[src/verilog/ops_pkg.sv]
// package for the output protection and operation status block
package ops_pkg;

  // ---------------------------------------------------------------
  // enumerations
  // ---------------------------------------------------------------
  typedef enum logic [1:0] {
    CPL_ALTERNATING = 2'b00,
    CPL_DIRECT      = 2'b01,
    CPL_COMBINED    = 2'b10
  } ops_coupling_t;

  typedef enum logic [1:0] {
    INH_LATCHING = 2'b00,
    INH_LIVE     = 2'b01,
    INH_OFF      = 2'b10
  } ops_inh_mode_t;

  typedef enum logic [1:0] {
    PON_RESET_DEFAULTS = 2'b00,
    PON_RESTORE_SLOT0  = 2'b01,
    PON_POWER_DOWN     = 2'b10
  } ops_pon_t;

  typedef enum logic [3:0] {
    CMD_NONE        = 4'h0,
    CMD_SET_OUTPUT  = 4'h1,
    CMD_SET_COUPLE  = 4'h2,
    CMD_SET_INHMODE = 4'h3,
    CMD_SET_POLAR   = 4'h4,
    CMD_SET_PON     = 4'h5,
    CMD_PROT_CLEAR  = 4'h6,
    CMD_SET_WDOG    = 4'h7,
    CMD_SET_WDELAY  = 4'h8,
    CMD_SET_ENABLE  = 4'h9,
    CMD_SET_RISE    = 4'hA,
    CMD_SET_FALL    = 4'hB,
    CMD_STAT_PRESET = 4'hC,
    CMD_CLEAR_STAT  = 4'hD,
    CMD_RESET       = 4'hE,
    CMD_RECALL      = 4'hF
  } ops_cmd_t;

  typedef enum logic [1:0] {
    RD_EVENT     = 2'b00,
    RD_CONDITION = 2'b01,
    RD_ENABLE    = 2'b10,
    RD_CONTROL   = 2'b11
  } ops_rd_sel_t;

  // ---------------------------------------------------------------
  // carriers
  // ---------------------------------------------------------------
  typedef struct packed {
    ops_cmd_t    op;
    logic [15:0] data;
  } ops_cmd_pkt_t;

  typedef struct packed {
    logic        valid;
    ops_rd_sel_t sel;
  } ops_rd_req_t;

  // saved state slot 0 contents used on restore
  typedef struct packed {
    logic          out_en;
    ops_coupling_t coupling;
    logic          wdog_en;
    logic [11:0]   wdog_delay;
  } ops_saved_t;

  // ---------------------------------------------------------------
  // constants
  // ---------------------------------------------------------------
  localparam int STAT_W = 16;
  localparam int DELAY_W = 12;
  localparam logic [11:0] WDOG_DELAY_MIN = 12'h0001;
  localparam logic [11:0] WDOG_DELAY_MAX = 12'h0E10;
  localparam logic [11:0] WDOG_DELAY_RST = 12'h003C;
  localparam logic [15:0] STAT_ZERO = 16'h0000;
  localparam logic [15:0] RISE_PRESET = 16'hFFFF;
  localparam logic [15:0] FALL_PRESET = 16'h0000;
  localparam logic [15:0] ENABLE_PRESET = 16'h0000;
  // operation condition bit positions
  localparam int COND_OUT_ON = 0;
  localparam int COND_INHIBIT = 1;
  localparam int COND_WDOG_TRIP = 2;
  localparam int COND_PROT_LATCH = 3;
  // control readback field positions
  localparam int CTL_OUT_EN = 0;
  localparam int CTL_COUPLE_LO = 1;
  localparam int CTL_INHMODE_LO = 3;
  localparam int CTL_POLAR = 5;
  localparam int CTL_PON_LO = 6;
  localparam int CTL_WDOG_EN = 8;
  localparam int CTL_INH_FLAG = 9;
  localparam int CTL_PROT_FLAG = 10;
  // timing
  localparam longint CLK_HZ = 64'd10_000_000;
  localparam real TICK_PERIOD_S = 1.0;
  localparam int TICK_CYCLES = int'(TICK_PERIOD_S * real'(CLK_HZ));

endpackage

[src/verilog/ops_output_protect.sv]
// output enable, inhibit, watchdog and operation status group
//
// Overview of operation
// - one output enable bit, host writable and readable; reset clears it.
// - coupling select alternating, direct or combined; reset gives alternating.
// - inhibit mode latching, live or off, kept across power cycles.
// - latching: active inhibit forces output off and sets latched flag.
// - after clearing a latch, output stays off until host re-enables.
// - live mode: enabled output follows inhibit input level directly.
// - inhibit mode off: inhibit input never disables the output.
// - selectable polarity decides which inhibit level counts as active.
// - power-on policies defaults, slot zero restore, power-down with output off.
// - power-on policy is nonvolatile; reset and recall leave it alone.
// - protection clear drops latched flags only once all faults are gone.
// - watchdog expiry latches output off, enable bit stays programmed.
// - only remote activity or a cleared enable bit restarts the watchdog, never front panel.
// - watchdog enable bit, host writable and readable; reset clears it.
// - watchdog delay 1 to 3600 whole seconds; reset gives 60.
// - event register latches filtered transitions, clears when read.
// - condition register mirrors live status; reading does not change it.
// - reset clears condition bits except conditions still present.
// - reset leaves event register alone unless it causes a captured edge.
// - enable register masks events; OR of enabled bits is summary bit.
// - status preset clears enable register; enable defaults to zero.
// - clear-status zeroes event register, keeps enable register.
// - rising filter bit captures 0-to-1, falling filter bit 1-to-0.
// - status preset sets rising filter all ones, clears falling filter.

`timescale 1ns/1ps

module ops_output_protect
  import ops_pkg::*;
#(
  parameter int TICK_CYCLES_P = TICK_CYCLES
) (
  // clock and reset
  input wire logic clk_sys_in,
  input wire logic rst_n_in,
  // command port, one-cycle strobe with packet
  input wire logic cmd_valid_in,
  input ops_cmd_pkt_t cmd_in,
  // read port, one-cycle request
  input ops_rd_req_t rd_req_in,
  // external pins and events
  input wire logic inhibit_pin_in,
  input wire logic remote_activity_in,
  input wire logic front_panel_activity_in,
  input wire logic prot_fault_in,
  // power-on sequencing and nonvolatile contents
  input wire logic power_on_in,
  input ops_saved_t saved_slot_in,
  input ops_inh_mode_t nv_inh_mode_in,
  input ops_pon_t nv_pon_in,
  // read answer
  output logic rd_valid_out,
  output logic [15:0] rd_data_out,
  // output control and status
  output logic output_drive_out,
  output ops_coupling_t coupling_out,
  output logic operation_summary_bit_out,
  output ops_inh_mode_t nv_inh_mode_out,
  output ops_pon_t nv_pon_out,
  output logic nv_write_out
);

  // ---------------------------------------------------------------
  // inhibit pin synchroniser
  // ---------------------------------------------------------------
  logic [2:0] inh_sync;
  logic inh_level;
  logic next_inh_level;
  logic inh_active;

  always_comb begin
    next_inh_level = inh_level;
    // change accepted once second and third stages agree
    if (inh_sync[1] == inh_sync[2]) begin
      next_inh_level = inh_sync[2];
    end
  end

  always_ff @(posedge clk_sys_in or negedge rst_n_in) begin
    if (!rst_n_in) begin
      inh_sync <= 3'h0;
      inh_level <= 1'b0;
    end else begin
      inh_sync <= {inh_sync[1:0], inhibit_pin_in};
      inh_level <= next_inh_level;
    end
  end

  // ---------------------------------------------------------------
  // control registers
  // ---------------------------------------------------------------
  logic out_en, next_out_en;
  ops_coupling_t coupling, next_coupling;
  ops_inh_mode_t inh_mode, next_inh_mode;
  logic polarity_neg, next_polarity_neg;
  ops_pon_t pon, next_pon;
  logic wdog_en, next_wdog_en;
  logic [DELAY_W-1:0] wdog_delay, next_wdog_delay;
  logic inh_flag, next_inh_flag;
  logic prot_flag, next_prot_flag;
  logic nv_write, next_nv_write;
  logic wdog_trip;
  logic power_on_d;
  logic pon_pulse;

  logic cmd_go;
  assign cmd_go = cmd_valid_in;
  assign pon_pulse = power_on_in & ~power_on_d;
  assign inh_active = inh_level ^ polarity_neg;

  always_comb begin
    next_out_en = out_en;
    next_coupling = coupling;
    next_inh_mode = inh_mode;
    next_polarity_neg = polarity_neg;
    next_pon = pon;
    next_wdog_en = wdog_en;
    next_wdog_delay = wdog_delay;
    next_inh_flag = inh_flag;
    next_prot_flag = prot_flag;
    next_nv_write = 1'b0;
    if (cmd_go) begin
      case (cmd_in.op)
        CMD_SET_OUTPUT: next_out_en = cmd_in.data[0];
        CMD_SET_COUPLE: begin
          if (cmd_in.data[1:0] != 2'b11) begin
            next_coupling = ops_coupling_t'(cmd_in.data[1:0]);
          end
        end
        CMD_SET_INHMODE: begin
          if (cmd_in.data[1:0] != 2'b11) begin
            next_inh_mode = ops_inh_mode_t'(cmd_in.data[1:0]);
            next_nv_write = 1'b1;
          end
        end
        CMD_SET_POLAR: next_polarity_neg = cmd_in.data[0];
        CMD_SET_PON: begin
          if (cmd_in.data[1:0] != 2'b11) begin
            next_pon = ops_pon_t'(cmd_in.data[1:0]);
            next_nv_write = 1'b1;
          end
        end
        CMD_SET_WDOG: next_wdog_en = cmd_in.data[0];
        CMD_SET_WDELAY: begin
          // out-of-range values are refused, whole seconds only
          if (cmd_in.data[DELAY_W-1:0] >= WDOG_DELAY_MIN &&
              cmd_in.data[DELAY_W-1:0] <= WDOG_DELAY_MAX &&
              cmd_in.data[15:DELAY_W] == 4'h0) begin
            next_wdog_delay = cmd_in.data[DELAY_W-1:0];
          end
        end
        CMD_PROT_CLEAR: begin
          // clear only once every cause is gone; output stays off
          if (!(inh_active && inh_mode == INH_LATCHING) &&
              !prot_fault_in && !wdog_trip) begin
            next_inh_flag = 1'b0;
            next_prot_flag = 1'b0;
            next_out_en = 1'b0;
          end
        end
        CMD_RESET: begin
          next_out_en = 1'b0;
          next_coupling = CPL_ALTERNATING;
          next_wdog_en = 1'b0;
          next_wdog_delay = WDOG_DELAY_RST;
        end
        CMD_RECALL: begin
          next_out_en = saved_slot_in.out_en;
          next_coupling = saved_slot_in.coupling;
          next_wdog_en = saved_slot_in.wdog_en;
          next_wdog_delay = saved_slot_in.wdog_delay;
        end
        default: begin
        end
      endcase
    end
    if (pon_pulse) begin
      next_inh_mode = nv_inh_mode_in;
      next_pon = nv_pon_in;
      case (nv_pon_in)
        PON_RESTORE_SLOT0: begin
          next_out_en = saved_slot_in.out_en;
          next_coupling = saved_slot_in.coupling;
          next_wdog_en = saved_slot_in.wdog_en;
          next_wdog_delay = saved_slot_in.wdog_delay;
        end
        PON_POWER_DOWN: next_out_en = 1'b0;
        default: begin
          next_out_en = 1'b0;
          next_coupling = CPL_ALTERNATING;
          next_wdog_en = 1'b0;
          next_wdog_delay = WDOG_DELAY_RST;
        end
      endcase
    end
    // latch sets win over a same-cycle clear
    if (inh_mode == INH_LATCHING && inh_active) begin
      next_inh_flag = 1'b1;
    end
    if (prot_fault_in || wdog_trip) begin
      next_prot_flag = 1'b1;
    end
  end

  always_ff @(posedge clk_sys_in or negedge rst_n_in) begin
    if (!rst_n_in) begin
      out_en <= 1'b0;
      coupling <= CPL_ALTERNATING;
      inh_mode <= INH_LATCHING;
      polarity_neg <= 1'b0;
      pon <= PON_RESET_DEFAULTS;
      wdog_en <= 1'b0;
      wdog_delay <= WDOG_DELAY_RST;
      inh_flag <= 1'b0;
      prot_flag <= 1'b0;
      nv_write <= 1'b0;
      power_on_d <= 1'b0;
    end else begin
      out_en <= next_out_en;
      coupling <= next_coupling;
      inh_mode <= next_inh_mode;
      polarity_neg <= next_polarity_neg;
      pon <= next_pon;
      wdog_en <= next_wdog_en;
      wdog_delay <= next_wdog_delay;
      inh_flag <= next_inh_flag;
      prot_flag <= next_prot_flag;
      nv_write <= next_nv_write;
      power_on_d <= power_on_in;
    end
  end

  // ---------------------------------------------------------------
  // i/o watchdog
  // ---------------------------------------------------------------
  logic [31:0] tick_cnt, next_tick_cnt;
  logic [DELAY_W-1:0] sec_cnt, next_sec_cnt;
  logic next_wdog_trip;
  logic wdog_restart;

  // front panel activity is deliberately not a restart source
  assign wdog_restart = remote_activity_in | ~wdog_en;

  always_comb begin
    next_tick_cnt = tick_cnt;
    next_sec_cnt = sec_cnt;
    next_wdog_trip = 1'b0;
    if (wdog_restart) begin
      next_tick_cnt = 32'h0000_0000;
      next_sec_cnt = '0;
    end else if (tick_cnt == 32'(TICK_CYCLES_P - 1)) begin
      next_tick_cnt = 32'h0000_0000;
      if (sec_cnt + 1'b1 >= wdog_delay) begin
        next_sec_cnt = '0;
        next_wdog_trip = 1'b1;
      end else begin
        next_sec_cnt = sec_cnt + 1'b1;
      end
    end else begin
      next_tick_cnt = tick_cnt + 32'h0000_0001;
    end
  end

  always_ff @(posedge clk_sys_in or negedge rst_n_in) begin
    if (!rst_n_in) begin
      tick_cnt <= 32'h0000_0000;
      sec_cnt <= '0;
      wdog_trip <= 1'b0;
    end else begin
      tick_cnt <= next_tick_cnt;
      sec_cnt <= next_sec_cnt;
      wdog_trip <= next_wdog_trip;
    end
  end

  // ---------------------------------------------------------------
  // output gating
  // ---------------------------------------------------------------
  logic next_drive;

  always_comb begin
    next_drive = out_en & ~prot_flag & ~inh_flag;
    case (inh_mode)
      INH_LIVE: next_drive = next_drive & ~inh_active;
      INH_LATCHING: next_drive = next_drive & ~inh_active;
      INH_OFF: next_drive = next_drive;
      default: next_drive = 1'b0;
    endcase
  end

  // ---------------------------------------------------------------
  // operation status group
  // ---------------------------------------------------------------
  logic [15:0] cond, next_cond, cond_prev;
  logic [15:0] event_reg, next_event;
  logic [15:0] enable_reg, next_enable;
  logic [15:0] rise_flt, next_rise;
  logic [15:0] fall_flt, next_fall;
  logic next_summary;
  logic [15:0] next_rd_data;
  logic rd_event;

  assign rd_event = rd_req_in.valid && rd_req_in.sel == RD_EVENT;

  always_comb begin
    // live status; after reset only still-present conditions show
    next_cond = STAT_ZERO;
    next_cond[COND_OUT_ON] = next_drive;
    next_cond[COND_INHIBIT] = inh_active && inh_mode != INH_OFF;
    next_cond[COND_WDOG_TRIP] = prot_flag && wdog_en;
    next_cond[COND_PROT_LATCH] = prot_flag | inh_flag;
    next_enable = enable_reg;
    next_rise = rise_flt;
    next_fall = fall_flt;
    next_event = event_reg;
    if (rd_event) begin
      next_event = STAT_ZERO;
    end
    if (cmd_go) begin
      case (cmd_in.op)
        CMD_SET_ENABLE: next_enable = cmd_in.data;
        CMD_SET_RISE: next_rise = cmd_in.data;
        CMD_SET_FALL: next_fall = cmd_in.data;
        CMD_STAT_PRESET: begin
          next_enable = ENABLE_PRESET;
          next_rise = RISE_PRESET;
          next_fall = FALL_PRESET;
        end
        CMD_CLEAR_STAT: next_event = STAT_ZERO;
        default: begin
        end
      endcase
    end
    // reset only reaches the event register through real transitions
    next_event = next_event |
                 (cond & ~cond_prev & rise_flt) |
                 (~cond & cond_prev & fall_flt);
    next_summary = |(event_reg & enable_reg);
    case (rd_req_in.sel)
      RD_EVENT: next_rd_data = event_reg;
      RD_CONDITION: next_rd_data = cond;
      RD_ENABLE: next_rd_data = enable_reg;
      RD_CONTROL: begin
        next_rd_data = STAT_ZERO;
        next_rd_data[CTL_OUT_EN] = out_en;
        next_rd_data[CTL_COUPLE_LO +: 2] = coupling;
        next_rd_data[CTL_INHMODE_LO +: 2] = inh_mode;
        next_rd_data[CTL_POLAR] = polarity_neg;
        next_rd_data[CTL_PON_LO +: 2] = pon;
        next_rd_data[CTL_WDOG_EN] = wdog_en;
        next_rd_data[CTL_INH_FLAG] = inh_flag;
        next_rd_data[CTL_PROT_FLAG] = prot_flag;
      end
      default: next_rd_data = STAT_ZERO;
    endcase
  end

  always_ff @(posedge clk_sys_in or negedge rst_n_in) begin
    if (!rst_n_in) begin
      cond <= STAT_ZERO;
      cond_prev <= STAT_ZERO;
      event_reg <= STAT_ZERO;
      enable_reg <= ENABLE_PRESET;
      rise_flt <= RISE_PRESET;
      fall_flt <= FALL_PRESET;
      operation_summary_bit_out <= 1'b0;
      rd_valid_out <= 1'b0;
      rd_data_out <= STAT_ZERO;
      output_drive_out <= 1'b0;
    end else begin
      cond <= next_cond;
      cond_prev <= cond;
      event_reg <= next_event;
      enable_reg <= next_enable;
      rise_flt <= next_rise;
      fall_flt <= next_fall;
      operation_summary_bit_out <= next_summary;
      rd_valid_out <= rd_req_in.valid;
      rd_data_out <= next_rd_data;
      output_drive_out <= next_drive;
    end
  end

  assign coupling_out = coupling;
  assign nv_inh_mode_out = inh_mode;
  assign nv_pon_out = pon;
  assign nv_write_out = nv_write;

  // ---------------------------------------------------------------
  // checks
  // ---------------------------------------------------------------
  a_reset_clears_enable: assert property (
    @(posedge clk_sys_in) disable iff (!rst_n_in)
    (cmd_go && cmd_in.op == CMD_RESET && !pon_pulse) |=> !out_en)
    else $error("reset command left output enabled");

  a_reset_delay_sixty: assert property (
    @(posedge clk_sys_in) disable iff (!rst_n_in)
    (cmd_go && cmd_in.op == CMD_RESET && !pon_pulse)
      |=> wdog_delay == WDOG_DELAY_RST && !wdog_en)
    else $error("reset command did not restore watchdog defaults");

  a_latch_forces_off: assert property (
    @(posedge clk_sys_in) disable iff (!rst_n_in)
    inh_flag |=> !output_drive_out)
    else $error("output driven while inhibit latched");

  a_off_mode_ignores: assert property (
    @(posedge clk_sys_in) disable iff (!rst_n_in)
    (inh_mode == INH_OFF && out_en && !prot_flag && !inh_flag)
      |=> output_drive_out)
    else $error("inhibit off mode still gated the output");

  a_live_follows_pin: assert property (
    @(posedge clk_sys_in) disable iff (!rst_n_in)
    (inh_mode == INH_LIVE && out_en && !prot_flag && !inh_flag)
      |=> output_drive_out == !$past(inh_active))
    else $error("live mode output does not follow inhibit");

  a_read_clears_event: assert property (
    @(posedge clk_sys_in) disable iff (!rst_n_in)
    (rd_event && (cond & ~cond_prev & rise_flt) == STAT_ZERO &&
     (~cond & cond_prev & fall_flt) == STAT_ZERO) |=> event_reg == STAT_ZERO)
    else $error("event register not cleared by read");

  a_summary_is_or: assert property (
    @(posedge clk_sys_in) disable iff (!rst_n_in)
    ##1 operation_summary_bit_out == |($past(event_reg) & $past(enable_reg)))
    else $error("summary bit disagrees with masked events");

  a_preset_filters: assert property (
    @(posedge clk_sys_in) disable iff (!rst_n_in)
    (cmd_go && cmd_in.op == CMD_STAT_PRESET) |=>
      rise_flt == RISE_PRESET && fall_flt == FALL_PRESET &&
      enable_reg == ENABLE_PRESET)
    else $error("status preset left filters or enable wrong");

  a_trip_latches_off: assert property (
    @(posedge clk_sys_in) disable iff (!rst_n_in)
    wdog_trip |=> prot_flag ##1 !output_drive_out)
    else $error("watchdog expiry did not latch output off");

endmodule

[config.mk]
export PLATFORM = sky130hd
export DESIGN_NAME = ops_output_protect
export DESIGN_NICKNAME = d
export VERILOG_FILES = /design/src/verilog/ops_pkg.sv /design/src/verilog/ops_output_protect.sv
export SDC_FILE = /design/constraint.sdc
export NUM_CORES = 1
export LEC_CHECK = 0
export ABC_AREA = 1
export BUFFER_PORTS_ARGS = -buffer_cell sky130_fd_sc_hd__buf_2
export CORE_ASPECT_RATIO = 2
export CORE_MARGIN = 3
export CORE_UTILIZATION = 40
export CTS_CLUSTER_SIZE = 28
export DETAILED_ROUTE_END_ITERATION = 6
export SYNTH_ARGS = -nofsm -noshare
export SYNTH_HDL_FRONTEND = slang
export SYNTH_SLANG_ARGS = --single-unit
[constraint.sdc]
create_clock -name clk_sys_in -period 5.25 [get_ports clk_sys_in]
set_clock_uncertainty 0.05 [all_clocks]
set_input_delay 0.525 -clock clk_sys_in [delete_from_list [all_inputs] [get_ports clk_sys_in]]
set_output_delay 0.525 -clock clk_sys_in [all_outputs]
set_load 0.05 [all_outputs]
==> impl_metrics.yaml <==
logic_synthesis:
  netlist_instances: 1008
  syn_area_per_cell_um2: 7.66
  ys_types: 49
  synth-seq-cells: 140
  synth_edf_count: 0
  seq_area_frac_synth: 0.455
  yosysWarnings: 0
  ys.flop_type: "dfrtp_1"
  synth_area_mm2: 0.00772
  synth_fp_nets: 1075
  async_reset_ff_frac: 1.00
global_routing:
  grt_first_pass_wirelength_um: 37800
  antenna_found_initial: 0
  grt.total_usage: 0.233
  overflow: 0
  grt_max_degree: 94
  grt_pass1_vias: 7336
cts:
  cts_buffers: 17
  cts_tree: "built"
  clk_pin_slew_ps: 60
  clockRootBuffer: "clkbuf_16"
  clock_latency_ps: 430
  cts_hold_buf: 0
  cts_resized: 0
  cts_max_level: 4
  post_cts_buffers: 0
  cts_buffer_depth: 2
  clock_sinks: 140
critical_path:
  crit_type: "reg2reg"
  crit_chain: "ha_1 -> nand3_1 -> nor3_1 -> nand3_1 -> nand2_1 -> inv_1 -> ha_1 -> a21oi_1 -> nor2_1 -> a211oi_1 -> nand4_1 -> inv_1 -> nand2_1 -> nand2_1"
  critPathMaxFanout: 8
  cp.arrival_ps: 3280
  cp-start-kind: "register"
  crit_top_cell: "nand2_1"
  endpoint_kind: "register"
  max_stage_delay_ps: 420
  critPathRequiredTime_ps: 5560
  slowest_stage: "dfrtp_1"
layout:
  final_area_mm2: 0.00896
  layout_common_cells: "nand2_1, inv_1, dfrtp_1, nor2_1, nand3_1"
  regMostFlops: "tick_cnt"
  largest_reg_flops: 32
  nets: 1150
  layout_commonest_cell: "nand2_1"
  drive_above_1_share: 0.140
  antenna_cells: 0
  synthToLayoutAreaGrowth_pct: 16.0
  final_core_util: 0.473
placement:
  gp_congestion: 0.976
  dp_hpwl_um: 17900
  dpl_cell_area_mm2: 0.00835
  post-place-ws_ps: 2210
  portBuffers: 75
detailed_routing:
  vias: 6995
  drt_first_iter_violations: 300
  viasPerCell: 5.18
  routed_wl_um: 23600
  ant_nets: 0
  wl_per_cell_um: 17.5
  drc: 0
  first_pass_iters: 5
timing:
  period_share: 0.565
  max_freq_mhz: 337
  fin_ws_ps: 2280
  finalSetupViolations: 0
  hold_viol: 0
  post-route-min-period_ps: 2970
  report.final.slew_viol_count: 0
  max_slew_margin: 0.323
  tns_ps: 0
  tightest_slew_ps: 1010
  rsz0062_at_grt: "no"
die:
  die-height_um: 202
  core_area_mm2: 0.0189
  rows: 71
  fp.dieArea_mm2: 0.0211
  io_pins: 77
  start_util: 0.408
  fp.dieW_um: 104
status:
  outcome: "complete, no violations"
job:
  drv_cap: 0
power_and_ir_drop:
  peakVddDrop_mv: 0.317
  p_leak_uw: 0.00430
  cellPowerDensity_mw_per_mm2: 331
min_path:
  hp-class: "in2async"
## cell families after synthesis
kind of cell	count (synthesis)	share of synthesized area
compound gates	117	0.0940
xor+xnor	24	0.0272
fa+ha+maj	17	0.0272
buf+inv	167	0.0835
flops	140	0.455
mux	3	0.00437
simple gates	540	0.309
## stage by stage
| step | power (uW) | instances | hold slack [ps] |
|---|---|---|---|
| 3_5_place_dp | 1740 | 1319 | 297 |
| 4_1_cts | 3000 | 1351 | 133 |
| 6_report | 2970 | 1351 | 123 |
| 2_1_floorplan | 1560 | 1008 | 179 |
| 3_3_place_gp | 1740 | 1319 | 297 |
| 5_1_grt | 3100 | 1351 | 145 |
## final cells by class
cell class,instances,area [um^2]
Clock buffer,18,439
Clock inverter,14,170
Fill cell,1913,9960
Inverter,144,541
Multi-Input combinational cell,701,3560
Sequential cell,140,3510
Tap cell,255,319
Timing Repair Buffer,79,412
## Yosys cell counts (2+ instances only)
cell type,number,share of area
ha_1,16,0.026
nand2_2,6,0.0049
or2_2,6,0.0049
nand3_1,93,0.060
o311ai_0,4,0.0045
nand2_1,233,0.11
nand3b_1,3,0.0029
nand4_1,23,0.019
a221oi_1,4,0.0045
nor3_1,28,0.018
buf_2,8,0.0052
inv_1,140,0.068
o22ai_1,18,0.015
dfrtp_1,132,0.43
nor4_1,5,0.0041
o221ai_1,6,0.0068
a21oi_1,25,0.016
nor2_4,3,0.0044
dfstp_2,8,0.027
nor3_2,2,0.0026
xor2_1,24,0.027
mux2_2,3,0.0044
inv_2,4,0.0019
nor2_2,3,0.0024
nor2_1,128,0.062
o21ai_0,36,0.023
clkbuf_1,14,0.0068
a22oi_1,4,0.0039
o211ai_1,6,0.0058
o2111ai_1,3,0.0034
o31ai_1,2,0.0019
## worst paths after layout
check	start	end	slack [ps]	cells past startpoint
setup / recovery	sec_cnt[0]	sec_cnt[10]	2280	14
setup reg to reg	sec_cnt[0]	sec_cnt[10]	2280	14
min in group clk_sys_in	inhibit_pin_in	inh_sync[0]	150	1
max in group asynchronous	rst_n_in	event_reg[14]	3910	2
hold / removal	rst_n_in	tick_cnt[15]	120	1
hold reg to reg	inh_sync[0]	inh_sync[1]	310	0
## critical path: cells and delay by family, from the launching register on
kind	cells	cell delay (ps)
AOI/OAI and AO/OA	2	470
adders and majority gates	2	440
buffers and inverters	2	360
DFF	1	420
and+or+nand+nor	8	1180
## per-layer routing
metal,part of all wire,global-route usage
met1,0.35,0.232
met2,0.56,0.448
met3,0.027,0.0296
met4,0.062,0.146
met5,0,0
## report_power, final
group	switching (uW)	internal [uW]
Clock	553	696
Sequential	66.3	1190
Combinational	331	129
Total	950	2020
Note: power is estimated with default switching activity, not from simulation.
